--- src/serial_port_consts.svh ---
// Register offsets, field positions, reset values and counts of the serial port.
`ifndef SERIAL_PORT_CONSTS_SVH
`define SERIAL_PORT_CONSTS_SVH
// ==========================================================================
// Register byte offsets
`define ADDR_CSR 4'h0
`define ADDR_CTRL 4'h4
`define ADDR_TXD 4'h8
`define ADDR_RXD 4'hc
// ==========================================================================
// Control and status register fields
`define CSR_MODE_HI 31
`define CSR_MODE_LO 30
`define CSR_PCE 29
`define CSR_SLEEPLESS 27
`define CSR_CLR_UNDER 21
`define CSR_CLR_OVER 20
`define CSR_CLR_FRAME 19
`define CSR_CLR_PIN 18
`define CSR_FREE_HI 15
`define CSR_FREE_LO 12
`define CSR_HELD_HI 11
`define CSR_HELD_LO 8
`define CSR_RESET 32'h0000f000
// ==========================================================================
// Port control register fields
`define CTRL_THR_HI 3
`define CTRL_THR_LO 0
`define CTRL_TX_EN 8
`define CTRL_RX_EN 9
`define CTRL_TIE 10
`define CTRL_RIE 11
`define CTRL_THR_RST 4'h1
// ==========================================================================
// Serial word
`define HALF_BITS_LEFT 4'hf
`define HELD_MAX 4'hf
`endif

--- src/serial_port_pkg.sv ---
// Types shared by the serial port files.
package serial_port_pkg;
   typedef logic [31:0] word_t;
   typedef logic [15:0] half_t;
   typedef enum logic [1:0] {mode_normal0, mode_normal1, mode_remote,
      mode_local} test_mode_t;
endpackage

--- src/pin_sync.sv ---
// Two-stage synchroniser for a group of asynchronous inputs.
`timescale 1ns/10ps
module pin_sync #(
   parameter int WIDTH = 6
) (
   input wire logic ref_clk,
   input wire logic rst_b,
   input wire logic [WIDTH-1:0] async_in,
   output logic [WIDTH-1:0] sync_out
);
   logic [WIDTH-1:0] stage1;

   // ==========================================================================
   // The first stage feeds only the second stage.
   always_ff @(posedge ref_clk) begin
      if (!rst_b) begin
         stage1 <= '0;
         sync_out <= '0;
      end else begin
         stage1 <= async_in;
         sync_out <= stage1;
      end
   end
endmodule

--- src/serial_port_status_control.sv ---
// Control, status, queues and serial word engine of the serial port.
`timescale 1ns/10ps
`include "serial_port_consts.svh"
module serial_port_status_control #(
   parameter int TX_DEPTH = 15,
   parameter int RX_DEPTH = 16
) (
   input wire logic ref_clk,
   input wire logic rst_b,
   input wire logic [3:0] reg_addr,
   input wire logic [31:0] reg_wdata,
   input wire logic reg_wr,
   input wire logic reg_rd,
   output logic [31:0] reg_rdata,
   input wire logic receive_bit_clock_pin,
   input wire logic rx_data_pin,
   input wire logic frame_sync_pin,
   input wire logic gp_pin_a,
   input wire logic gp_pin_b,
   input wire logic power_down_req,
   output logic tx_data_pin,
   output logic irq
);
   // ==========================================================================
   // Synchronised pins and bit clock edges
   logic [5:0] s;
   logic rck_prev;
   logic gpa_prev;
   pin_sync #(.WIDTH(6)) u_sync (
      .ref_clk(ref_clk),
      .rst_b(rst_b),
      .async_in({power_down_req, gp_pin_b, gp_pin_a, frame_sync_pin,
         rx_data_pin, receive_bit_clock_pin}),
      .sync_out(s)
   );
   wire rise = s[0] & ~rck_prev;
   wire sync_seen = s[2];
   wire pd_in = s[5];

   always_ff @(posedge ref_clk) begin
      if (!rst_b) begin
         rck_prev <= 1'b0;
         gpa_prev <= 1'b0;
      end else begin
         rck_prev <= s[0];
         gpa_prev <= s[3];
      end
   end
   function automatic logic [3:0] bump(input logic [3:0] p, input int depth);
      return (p == 4'(depth - 1)) ? 4'h0 : p + 4'h1;
   endfunction

   // ==========================================================================
   // Software visible state
   serial_port_pkg::test_mode_t tmode;
   logic pce, sleepless, tx_en, rx_en, tx_irq_enable, rx_irq_enable;
   logic [3:0] thr;
   logic underrun_flag, over_flag, tx_frm, rx_frm, pin_change_flag;
   logic tx_service_flag, rx_service_flag;

   wire sel_csr = reg_addr == `ADDR_CSR;
   wire sel_ctrl = reg_addr == `ADDR_CTRL;
   wire sel_txd = reg_addr == `ADDR_TXD;
   wire sel_rxd = reg_addr == `ADDR_RXD;
   wire wr_csr = reg_wr & sel_csr;
   wire wr_ctrl = reg_wr & sel_ctrl;
   wire clr_under = wr_csr & reg_wdata[`CSR_CLR_UNDER];
   wire clr_over = wr_csr & reg_wdata[`CSR_CLR_OVER];
   wire clr_frame = wr_csr & reg_wdata[`CSR_CLR_FRAME];
   wire clr_pin = wr_csr & reg_wdata[`CSR_CLR_PIN];

   wire remote = tmode == serial_port_pkg::mode_remote;
   wire local_lb = tmode == serial_port_pkg::mode_local;
   wire pd_stop = pd_in & ~sleepless;
   // remote mode stops the data path
   wire tx_run = tx_en & ~pd_stop & ~remote;
   wire rx_run = rx_en & ~pd_stop & ~remote;

   // ==========================================================================
   // Transmit queue
   serial_port_pkg::word_t tx_mem [TX_DEPTH];
   logic [3:0] tx_wp, tx_rp, tx_cnt;
   wire tx_full = tx_cnt == 4'(TX_DEPTH);
   wire tx_empty = tx_cnt == 4'h0;
   // writes to a full queue are dropped
   wire tx_push = reg_wr & sel_txd & ~tx_full;
   wire [3:0] tx_free = 4'(TX_DEPTH) - tx_cnt;

   // ==========================================================================
   // Transmit serialiser
   serial_port_pkg::half_t tx_shift, tx_hold;
   logic [3:0] tx_left;
   logic tx_half;
   wire tx_start = rise & sync_seen & tx_run & (tx_left == 4'h0);
   // load due with an empty queue
   wire set_under = tx_start & ~tx_half & tx_empty;
   wire tx_pop = tx_start & ~tx_half & ~tx_empty;
   wire [31:0] tx_head = tx_mem[tx_rp];
   wire [15:0] tx_load = tx_half ? tx_hold :
      (tx_empty ? 16'h0000 : tx_head[31:16]);
   wire tx_bit = tx_start ? tx_load[15] : tx_shift[15];
   wire tx_shifting = rise & (tx_left != 4'h0);
   wire set_tx_frm = rise & sync_seen & (tx_left != 4'h0) & ~remote;
   wire [3:0] next_tx_cnt = tx_cnt + 4'(tx_push) - 4'(tx_pop);

   always_ff @(posedge ref_clk) begin
      if (tx_push) begin
         tx_mem[tx_wp] <= reg_wdata;
      end
   end

   always_ff @(posedge ref_clk) begin
      if (!rst_b) begin
         tx_wp <= 4'h0;
         tx_rp <= 4'h0;
         tx_cnt <= 4'h0;
      end else begin
         tx_wp <= tx_push ? bump(tx_wp, TX_DEPTH) : tx_wp;
         tx_rp <= tx_pop ? bump(tx_rp, TX_DEPTH) : tx_rp;
         tx_cnt <= next_tx_cnt;
      end
   end

   // a started half always runs to its end
   always_ff @(posedge ref_clk) begin
      if (!rst_b) begin
         tx_shift <= 16'h0000;
         tx_hold <= 16'h0000;
         tx_left <= 4'h0;
         tx_half <= 1'b0;
      end else if (tx_start) begin
         tx_shift <= {tx_load[14:0], 1'b0};
         tx_left <= `HALF_BITS_LEFT;
         tx_hold <= tx_half ? tx_hold : tx_head[15:0];
         tx_half <= ~tx_half & ~tx_empty;
      end else if (tx_shifting) begin
         tx_shift <= {tx_shift[14:0], 1'b0};
         tx_left <= tx_left - 4'h1;
         tx_half <= tx_half & ~(pd_stop & (tx_left == 4'h1));
      end
   end

   // remote mode echoes the line, clocked by the bit clock
   always_ff @(posedge ref_clk) begin
      if (!rst_b) begin
         tx_data_pin <= 1'b0;
      end else if (rise & remote) begin
         tx_data_pin <= s[1];
      end else if (tx_start | tx_shifting) begin
         tx_data_pin <= tx_bit;
      end
   end

   // ==========================================================================
   // Receive deserialiser and queue
   serial_port_pkg::word_t rx_mem [RX_DEPTH];
   serial_port_pkg::half_t rx_sh, rx_hi;
   logic [3:0] rx_left, rx_wp, rx_rp;
   logic [4:0] rx_cnt;
   logic rx_half;
   // local loopback takes the serialiser output
   wire rx_bit = local_lb ? tx_bit : s[1];
   wire rx_start = rise & sync_seen & rx_run & (rx_left == 4'h0);
   wire rx_shifting = rise & (rx_left != 4'h0);
   wire rx_done = rx_shifting & (rx_left == 4'h1);
   wire [15:0] rx_word = {rx_sh[14:0], rx_bit};
   wire set_rx_frm = rise & sync_seen & (rx_left != 4'h0) & ~remote;
   wire rx_full = rx_cnt == 5'(RX_DEPTH);
   wire rx_empty = rx_cnt == 5'h00;
   // a stopping receiver stores its last half at once
   wire rx_store = rx_done & (rx_half | pd_stop);
   wire [31:0] rx_data = rx_half ? {rx_hi, rx_word} : {rx_word, 16'h0000};
   // no free slot loses the word
   wire set_over = rx_store & rx_full;
   wire rx_push = rx_store & ~rx_full;
   wire rx_pop = reg_rd & sel_rxd & ~rx_empty;
   wire [3:0] rx_held = rx_full ? `HELD_MAX : rx_cnt[3:0];
   wire [4:0] next_rx_cnt = rx_cnt + 5'(rx_push) - 5'(rx_pop);

   always_ff @(posedge ref_clk) begin
      if (rx_push) begin
         rx_mem[rx_wp] <= rx_data;
      end
   end

   always_ff @(posedge ref_clk) begin
      if (!rst_b) begin
         rx_sh <= 16'h0000;
         rx_hi <= 16'h0000;
         rx_left <= 4'h0;
         rx_half <= 1'b0;
      end else if (rx_start) begin
         rx_sh <= {15'h0000, rx_bit};
         rx_left <= `HALF_BITS_LEFT;
      end else if (rx_shifting) begin
         rx_sh <= rx_word;
         rx_left <= rx_left - 4'h1;
         rx_hi <= (rx_done & ~rx_half) ? rx_word : rx_hi;
         rx_half <= rx_done ? (~rx_half & ~pd_stop) : rx_half;
      end
   end

   always_ff @(posedge ref_clk) begin
      if (!rst_b) begin
         rx_wp <= 4'h0;
         rx_rp <= 4'h0;
         rx_cnt <= 5'h00;
      end else begin
         rx_wp <= rx_push ? bump(rx_wp, RX_DEPTH) : rx_wp;
         rx_rp <= rx_pop ? bump(rx_rp, RX_DEPTH) : rx_rp;
         rx_cnt <= next_rx_cnt;
      end
   end

   // ==========================================================================
   // Control registers
   always_ff @(posedge ref_clk) begin
      if (!rst_b) begin
         tmode <= serial_port_pkg::mode_normal0;
         pce <= 1'b0;
         sleepless <= 1'b0;
      end else if (wr_csr) begin
         tmode <= serial_port_pkg::test_mode_t'(
            reg_wdata[`CSR_MODE_HI:`CSR_MODE_LO]);
         pce <= reg_wdata[`CSR_PCE];
         sleepless <= reg_wdata[`CSR_SLEEPLESS];
      end
   end

   // a zero threshold is raised to one
   always_ff @(posedge ref_clk) begin
      if (!rst_b) begin
         thr <= `CTRL_THR_RST;
         {tx_en, rx_en, tx_irq_enable, rx_irq_enable} <= 4'h0;
      end else if (wr_ctrl) begin
         thr <= (reg_wdata[3:0] == 4'h0) ? 4'h1 : reg_wdata[3:0];
         tx_en <= reg_wdata[`CTRL_TX_EN];
         rx_en <= reg_wdata[`CTRL_RX_EN];
         tx_irq_enable <= reg_wdata[`CTRL_TIE];
         rx_irq_enable <= reg_wdata[`CTRL_RIE];
      end
   end

   // ==========================================================================
   // Status flags
   // any change of the sampled pin
   wire set_pin = s[3] ^ gpa_prev;
   // hysteresis between above and below the threshold
   wire next_tx_service = (tx_free > thr) ? 1'b1 :
      ((tx_free < thr) ? 1'b0 : tx_service_flag);

   // sticky flags, set wins over clear; the receive service flag follows its level each cycle, the transmit one its hysteresis
   always_ff @(posedge ref_clk) begin
      if (!rst_b) begin
         underrun_flag <= 1'b0;
         over_flag <= 1'b0;
         tx_frm <= 1'b0;
         rx_frm <= 1'b0;
         pin_change_flag <= 1'b0;
         tx_service_flag <= 1'b0;
         rx_service_flag <= 1'b0;
      end else begin
         underrun_flag <= (underrun_flag & ~clr_under) | set_under;
         over_flag <= (over_flag & ~clr_over) | set_over;
         // either side raises the shared framing flag
         tx_frm <= (tx_frm & ~clr_frame) | set_tx_frm;
         rx_frm <= (rx_frm & ~clr_frame) | set_rx_frm;
         pin_change_flag <= (pin_change_flag & ~clr_pin) | set_pin;
         tx_service_flag <= next_tx_service;
         rx_service_flag <= rx_held > thr;
      end
   end

   // ==========================================================================
   // Interrupt request and read data
   // pin change interrupts only when enabled
   wire next_irq = ~remote & (
      (tx_irq_enable & (tx_service_flag | underrun_flag | tx_frm)) |
      (rx_irq_enable & (rx_service_flag | over_flag | rx_frm)) |
      (pce & pin_change_flag));
   // first pin level; second pin level at bit 0
   wire [31:0] csr_view = {tmode, pce, 1'b0, sleepless, 5'h00, 4'h0, 2'h0,
      tx_free, rx_held, tx_service_flag, rx_service_flag, underrun_flag,
      over_flag, tx_frm | rx_frm, pin_change_flag, s[3], s[4]};
   wire [31:0] ctrl_view = {20'h00000, rx_irq_enable, tx_irq_enable, rx_en, tx_en, 4'h0, thr};
   wire [31:0] rd_mux = sel_csr ? csr_view : sel_ctrl ? ctrl_view :
      (sel_rxd & ~rx_empty) ? rx_mem[rx_rp] : 32'h00000000;

   always_ff @(posedge ref_clk) begin
      if (!rst_b) begin
         reg_rdata <= 32'h00000000;
         irq <= 1'b0;
      end else begin
         reg_rdata <= reg_rd ? rd_mux : 32'h00000000;
         irq <= next_irq;
      end
   end
endmodule

--- config.mk ---
export PLATFORM = sky130hd
export DESIGN_NAME = serial_port_status_control
export DESIGN_NICKNAME = d
export VERILOG_FILES = /design/src/serial_port_pkg.sv /design/src/pin_sync.sv /design/src/serial_port_status_control.sv
export VERILOG_INCLUDE_DIRS = /design/src
export SDC_FILE = /design/constraint.sdc
export NUM_CORES = 1
export LEC_CHECK = 0
export BUFFER_PORTS_ARGS = -buffer_cell sky130_fd_sc_hd__buf_2
export CAP_MARGIN = 20
export CORE_UTILIZATION = 45
export CTS_CLUSTER_SIZE = 10
export DETAILED_ROUTE_END_ITERATION = 8
export SETUP_SLACK_MARGIN = 0.15
export SYNTH_ARGS = -nofsm -noshare
export SYNTH_HDL_FRONTEND = slang
export SYNTH_SLANG_ARGS = --single-unit
--- constraint.sdc ---
create_clock -name ref_clk -period 5.6 [get_ports ref_clk]
set_input_delay 0.56 -clock ref_clk [delete_from_list [all_inputs] [get_ports ref_clk]]
set_output_delay 0.56 -clock ref_clk [all_outputs]
set_load 0.02 [all_outputs]
# After elaboration in Yosys (flattened, before gate mapping)
# Memory sizes are Yosys's and may differ from the RTL's. A register that Yosys moved wholly into a read port is not among the register bits.
# Cells that the tools add are included.
# word_totals
ramBits	992
mem_count	2
inputBits	46
wordCells	205
ff_bits	164
# mem_list
memory	words	width	read_ports	rd_clocked_by_memory_dff	write_ports	line_no	text
rx_mem	16	32	1	1	1	serial_port_status_control.sv:156	serial_port_pkg::word_t rx_mem [RX_DEPTH];
tx_mem	15	32	1	1	1	serial_port_status_control.sv:81	serial_port_pkg::word_t tx_mem [TX_DEPTH];
# op_classes
n_addsub	11
mux	36
n_reduce_logical	18
magnitude_cmp	3
n_bitwise	84
eq_ne	13
# op_table
operator	count
$mux 32	4
$mux 16	4
$mux 4	14
$and 1x1->1	50
$eq 4x4->1 const B	7
$logic_not 4->1	5
$not 1->1	19
$add 4x1->4 const B	4
$mux 1	14
$or 1x1->1	14
$eq 4x1->1 const B	2
$gt 4x4->1	2
$reduce_bool 2->1	4
$reduce_bool 4->1	2
$sub 4x1->4 const B	2
$reduce_and 3->1	2
$add 5x1->5	1
$eq 5x5->1 const B	1
$logic_not 5->1	1
$reduce_or 5->1	1
$sub 5x1->5	1
$add 4x1->4	1
$eq 2x2->1 const B	2
$eq 4x3->1 const B	1
6 further kinds	7

# Longest topological paths before layout
# depth
word_depth	11
mapped_depth	16

# Cells and area by module
# From an unflattened synthesis, not the netlist that was laid out.
# unflattened
hier_cells	2396
area_unflattened_um2	44865.5
# by_module_without_submodules
mod	area_each_um2	seq_area_each_um2	n_inst	cells_per_inst
serial_port_status_control	44529.0	32991.6	1	2371
pin_sync	336.6	240.2	1	25

# Least setup slack after synthesis
# OpenSTA, ideal clock, no wires.
# synth_path
path_kind	input to register
startpoint	input port reg_addr[1]
endpoint	memory tx_mem[2][0] (netlist name), enable pin
t_arrival_ps	3778
t_required_ps	5139
slack_ps	1361
cell_stages	4
path_cell_list	nor3_1 -> nand4_1 -> or3b_2 -> nor3_1
# synth_between
elab_chain_cells	5
# synth_lines
element	line_no	text
start: declaration	serial_port_status_control.sv:10	input wire logic [3:0] reg_addr,
$eq 4x4->1 (no line)	n/a	
$and 1x1->1 (2 in a row)	serial_port_status_control.sv:86	wire tx_push = reg_wr & sel_txd & ~tx_full;
$mux 1	serial_port_status_control.sv:107	if (tx_push) begin
$mux 1 (implied by the code)	serial_port_status_control.sv:108	tx_mem[tx_wp] <= reg_wdata;
end: declaration	serial_port_status_control.sv:81	
# No other way between the ends.

# Worst setup path after layout
# layout_path
startpoint	register rx_cnt[2]
endpoint	register rx_cnt[4]
# layout_between
elab_chain_cells	5
word_cells_on_any_way	8
classes_between	add/sub: 2; eq/ne: 1; bitwise: 4; reduce/logical: 1
# layout_lines
element	line_no	text
start: declaration	serial_port_status_control.sv:159	logic [4:0] rx_cnt;
start signal: assignment	serial_port_status_control.sv:211	rx_cnt <= next_rx_cnt;
$eq 5x5->1	serial_port_status_control.sv:168	wire rx_full = rx_cnt == 5'(RX_DEPTH);
$not 1->1	serial_port_status_control.sv:175	wire rx_push = rx_store & ~rx_full;
$and 1x1->1	serial_port_status_control.sv:175	
$add 5x1->5	serial_port_status_control.sv:178	wire [4:0] next_rx_cnt = rx_cnt + 5'(rx_push) - 5'(rx_pop);
$sub 5x1->5 *	serial_port_status_control.sv:178	
# Every way passes the cells marked *; elsewhere a longest branch is shown, timed or not.
# A chain may end at the register's enable or synchronous reset.

==> metrics <==
outcome=finished, final reports clean; Clock Power Share=45.4%; leakage power=0.0159 uW; Worst setup EP type=register; Yosys warnings=0; final setup violation count=0; Initial Utilization=45.7%; Hold-fix buffers, CTS=0; Nets=2,639; DR pass1 iterations=6; Top FF cell, synth=edfxtp_1; final wirelength=104,000 um; worst setup path category=register to register; critical path arrival=4.02 ns; clk_lat worst skew=0.73 ns; synthesized cell area=45,200 sq um; CTS tree=built; slowest CP cell=nor4b_1; Crit path largest cell delay=0.50 ns; Total GRT Usage=20.7%; cell family with most CP delay=simple AND/OR/NAND/NOR gates; Sw Share=19.7%; HPWL Detailed=61,500 um; register bit total from synthesis=1,164; period utilisation layout=60.5%; Critical Path RT=6.23 ns; IO Count=80; clk_skew=0.0195 ns; nature of the critical path startpoint=register; Vias/cell=5.73; first-pass GRT wire length=155,000 um; Min-Delay Path Class=input pin to register; worst relative slew slack=24.4%; via count=22,700; die height=319 um; antenna-violating nets left=0; drt initial violations=2,062; row cnt=115; CTS buffer count=136; setup ws final=2.21 ns; syn_area_per_cell=18.7 sq um; Sink Count=1,164; asr flop ratio synth=0%; total gr overflow=0; synth unique cells=61; Most common cell on crit path=inv_1; Slew @ Worst Pin=1.13 ns; layout cells sized above 1=23.3%; die area=102,000 sq um; RSZ-0062 raised after global routing=false; switching power=3480 uW; H-tree depth=4; CORE AREA=99,000 sq um; Synth Instances=2,418; Comb pwr share=1.6%; Worst-path clk slew=0.06 ns; Place WS=2.22 ns; Pins Over Slew Limit=0; WP buf/inv=6; IO buf count=79; Sequential Power Share=53.0%; post-cts resize count=0; Layout fillers=7,887; Pint=14,200 uW; Fmax=295 MHz; routability congestion estimate=0.813; Max VDD drop=254 uV; initial antenna violation count=4; Die X=319 um; PD cells=344 nW/um^2; Hold Fails Final Rpt=0; Fin Setup TNS=0 ns; Wirelength per Cell=26.4 um; fraction of the yosys area taken by sequential cells=73.5%; Post-Syn Nets=2,495; synth-to-layout area growth=13.8%; CP Cell Sequence=inv_1 -> ha_1 -> nor4b_1 -> nor4_4 -> buf_4 -> nand2_1 -> inv_1 -> ha_1 -> inv_1 -> ha_1 -> inv_1 -> fa_1 -> inv_1 -> a21oi_1 -> nor2_1 -> or3_1 -> and3_1; Clock Tree Root=clkbuf_16; pin count of the biggest net entering global routing=92; Clock Tree Buf Depth=3; fin crit period=3.39 ns; number of global-route vias before repair=23,800; Max-Cap Viols=0; crit-path max FO=24; DRC viols=0; number of synthesized flops with an enable pin=992; # Post-CTS Setup Buffers=0
==> registers in the layout, indices dropped and copies added (netlist names), 2 cells and up, named ones only <==
name	cells
tmode	2
tx_shift	15
u_sync.stage1	6
tx_mem	480
rx_hi	16
rx_wp	4
tx_wp	4
reg_rdata	32
rx_left	4
u_sync.sync_out	6
rx_mem	512
tx_left	4
tx_cnt	4
tx_hold	16
rx_rp	4
thr	4
rx_cnt	5
rx_sh	15
tx_rp	4
==> layout by cell type (no fill, tap or decap), types with 5 or more instances in the layout <==
master / instances
buf_4: 48
clkbuf_16: 142
inv_6: 8
mux4_2: 241
buf_12: 11
nor2b_1: 71
dfxtp_1: 165
o21ai_0: 64
a21boi_1: 9
inv_1: 26
nand2_1: 151
a22o_1: 16
ha_1: 29
buf_2: 78
clkbuf_1: 84
xnor2_1: 8
nand3_1: 23
a21oi_1: 68
nor3_2: 9
mux2_2: 40
a21boi_0: 7
and2_1: 43
edfxtp_1: 992
a211oi_1: 36
and3_1: 16
a31oi_1: 8
nand2b_1: 10
a32o_1: 8
nor2_4: 23
dfxtp_4: 6
nand3b_1: 5
o211ai_1: 23
xor2_1: 7
mux2i_1: 110
nor2_1: 15
==> layer usage <==
| metal | global-route usage [%] | share of wire, % | up-vias | wire (um) |
|---|---|---|---|---|
| met3 | 3.84 | 5.5 | 165 | 5760 |
| met1 | 27.2 | 42 | 11900 | 43400 |
| met4 | 7.87 | 3.0 | 4 | 3120 |
| li1 | - | - | 9942 | - |
| met2 | 34.5 | 50 | 640 | 52000 |
| met5 | 0 | 0.021 | - | 22 |
==> through the flow <==
step                      power (uW)  hold slack [ns]  std cells  cell area (sq um)  utilization, %
after detailed placement        9830            0.430       3710              47400            47.9
after global placement          9820            0.431       3702              47200            47.7
after CTS                      17800           0.0426       3950              51400            51.9
final                          17700           0.0798       3953              51400            51.9
after global routing           18200           0.0541       3951              51400            51.9
after floorplan                 9700            0.412       2418              45200               -
==> power groups by stage <==
stage / sequential (uW) / clock [uW] / combinational [uW]
finish: 9370 / 8030 / 278
floorplan: 9550 / 0 / 152
global placement: 9550 / 0 / 271
CTS: 9370 / 8180 / 281
global route: 9370 / 8520 / 303
detailed placement: 9550 / 0 / 280
==> final cells by class <==
class,instances,area [sq um],area share (%)
Sequential cell,1164,33300,64.7
Multi-Input combinational cell,1096,11500,22.3
Clock buffer,227,3880,7.55
Tap cell,1287,1610,3.13
Timing Repair Buffer,138,982,1.91
Clock inverter,13,130,0.253
Inverter,26,97.6,0.190
Antenna cell,2,5.00,0.00973
==> cells by family after synthesis <==
logic type	after synthesis	synth area share [%]
flops	1164	73.5
fa+ha+maj	31	0.891
compound gates	259	3.65
xor+xnor	15	0.291
simple gates	399	4.55
buf+inv	158	1.63
mux	392	15.5
==> worst paths after layout <==
path                    start                 end  slack [ns]  cells after the start
max                 rx_cnt[2]           rx_cnt[4]        2.21                     17
min reg2reg  u_sync.stage1[3]  u_sync.sync_out[3]        0.43                      1
max reg2reg         rx_cnt[2]           rx_cnt[4]        2.21                     17
min                  gp_pin_b    u_sync.stage1[4]        0.08                      2
==> cell usage after synthesis, types with 26 or more instances <==
cell | count | share of area [%]
inv_1 | 26 | 0.22
clkbuf_1 | 63 | 0.52
mux4_2 | 241 | 12
dfxtp_1 | 172 | 7.6
mux2_2 | 40 | 1.0
and2_1 | 43 | 0.60
a21oi_1 | 68 | 0.75
nand2_1 | 151 | 1.3
o21ai_0 | 64 | 0.71
nor2_1 | 38 | 0.32
a211oi_1 | 36 | 0.60
mux2i_1 | 110 | 2.4
ha_1 | 29 | 0.80
buf_2 | 35 | 0.39
edfxtp_1 | 992 | 66
nor2b_1 | 71 | 0.98
Note: power is estimated with default switching activity, not from simulation.
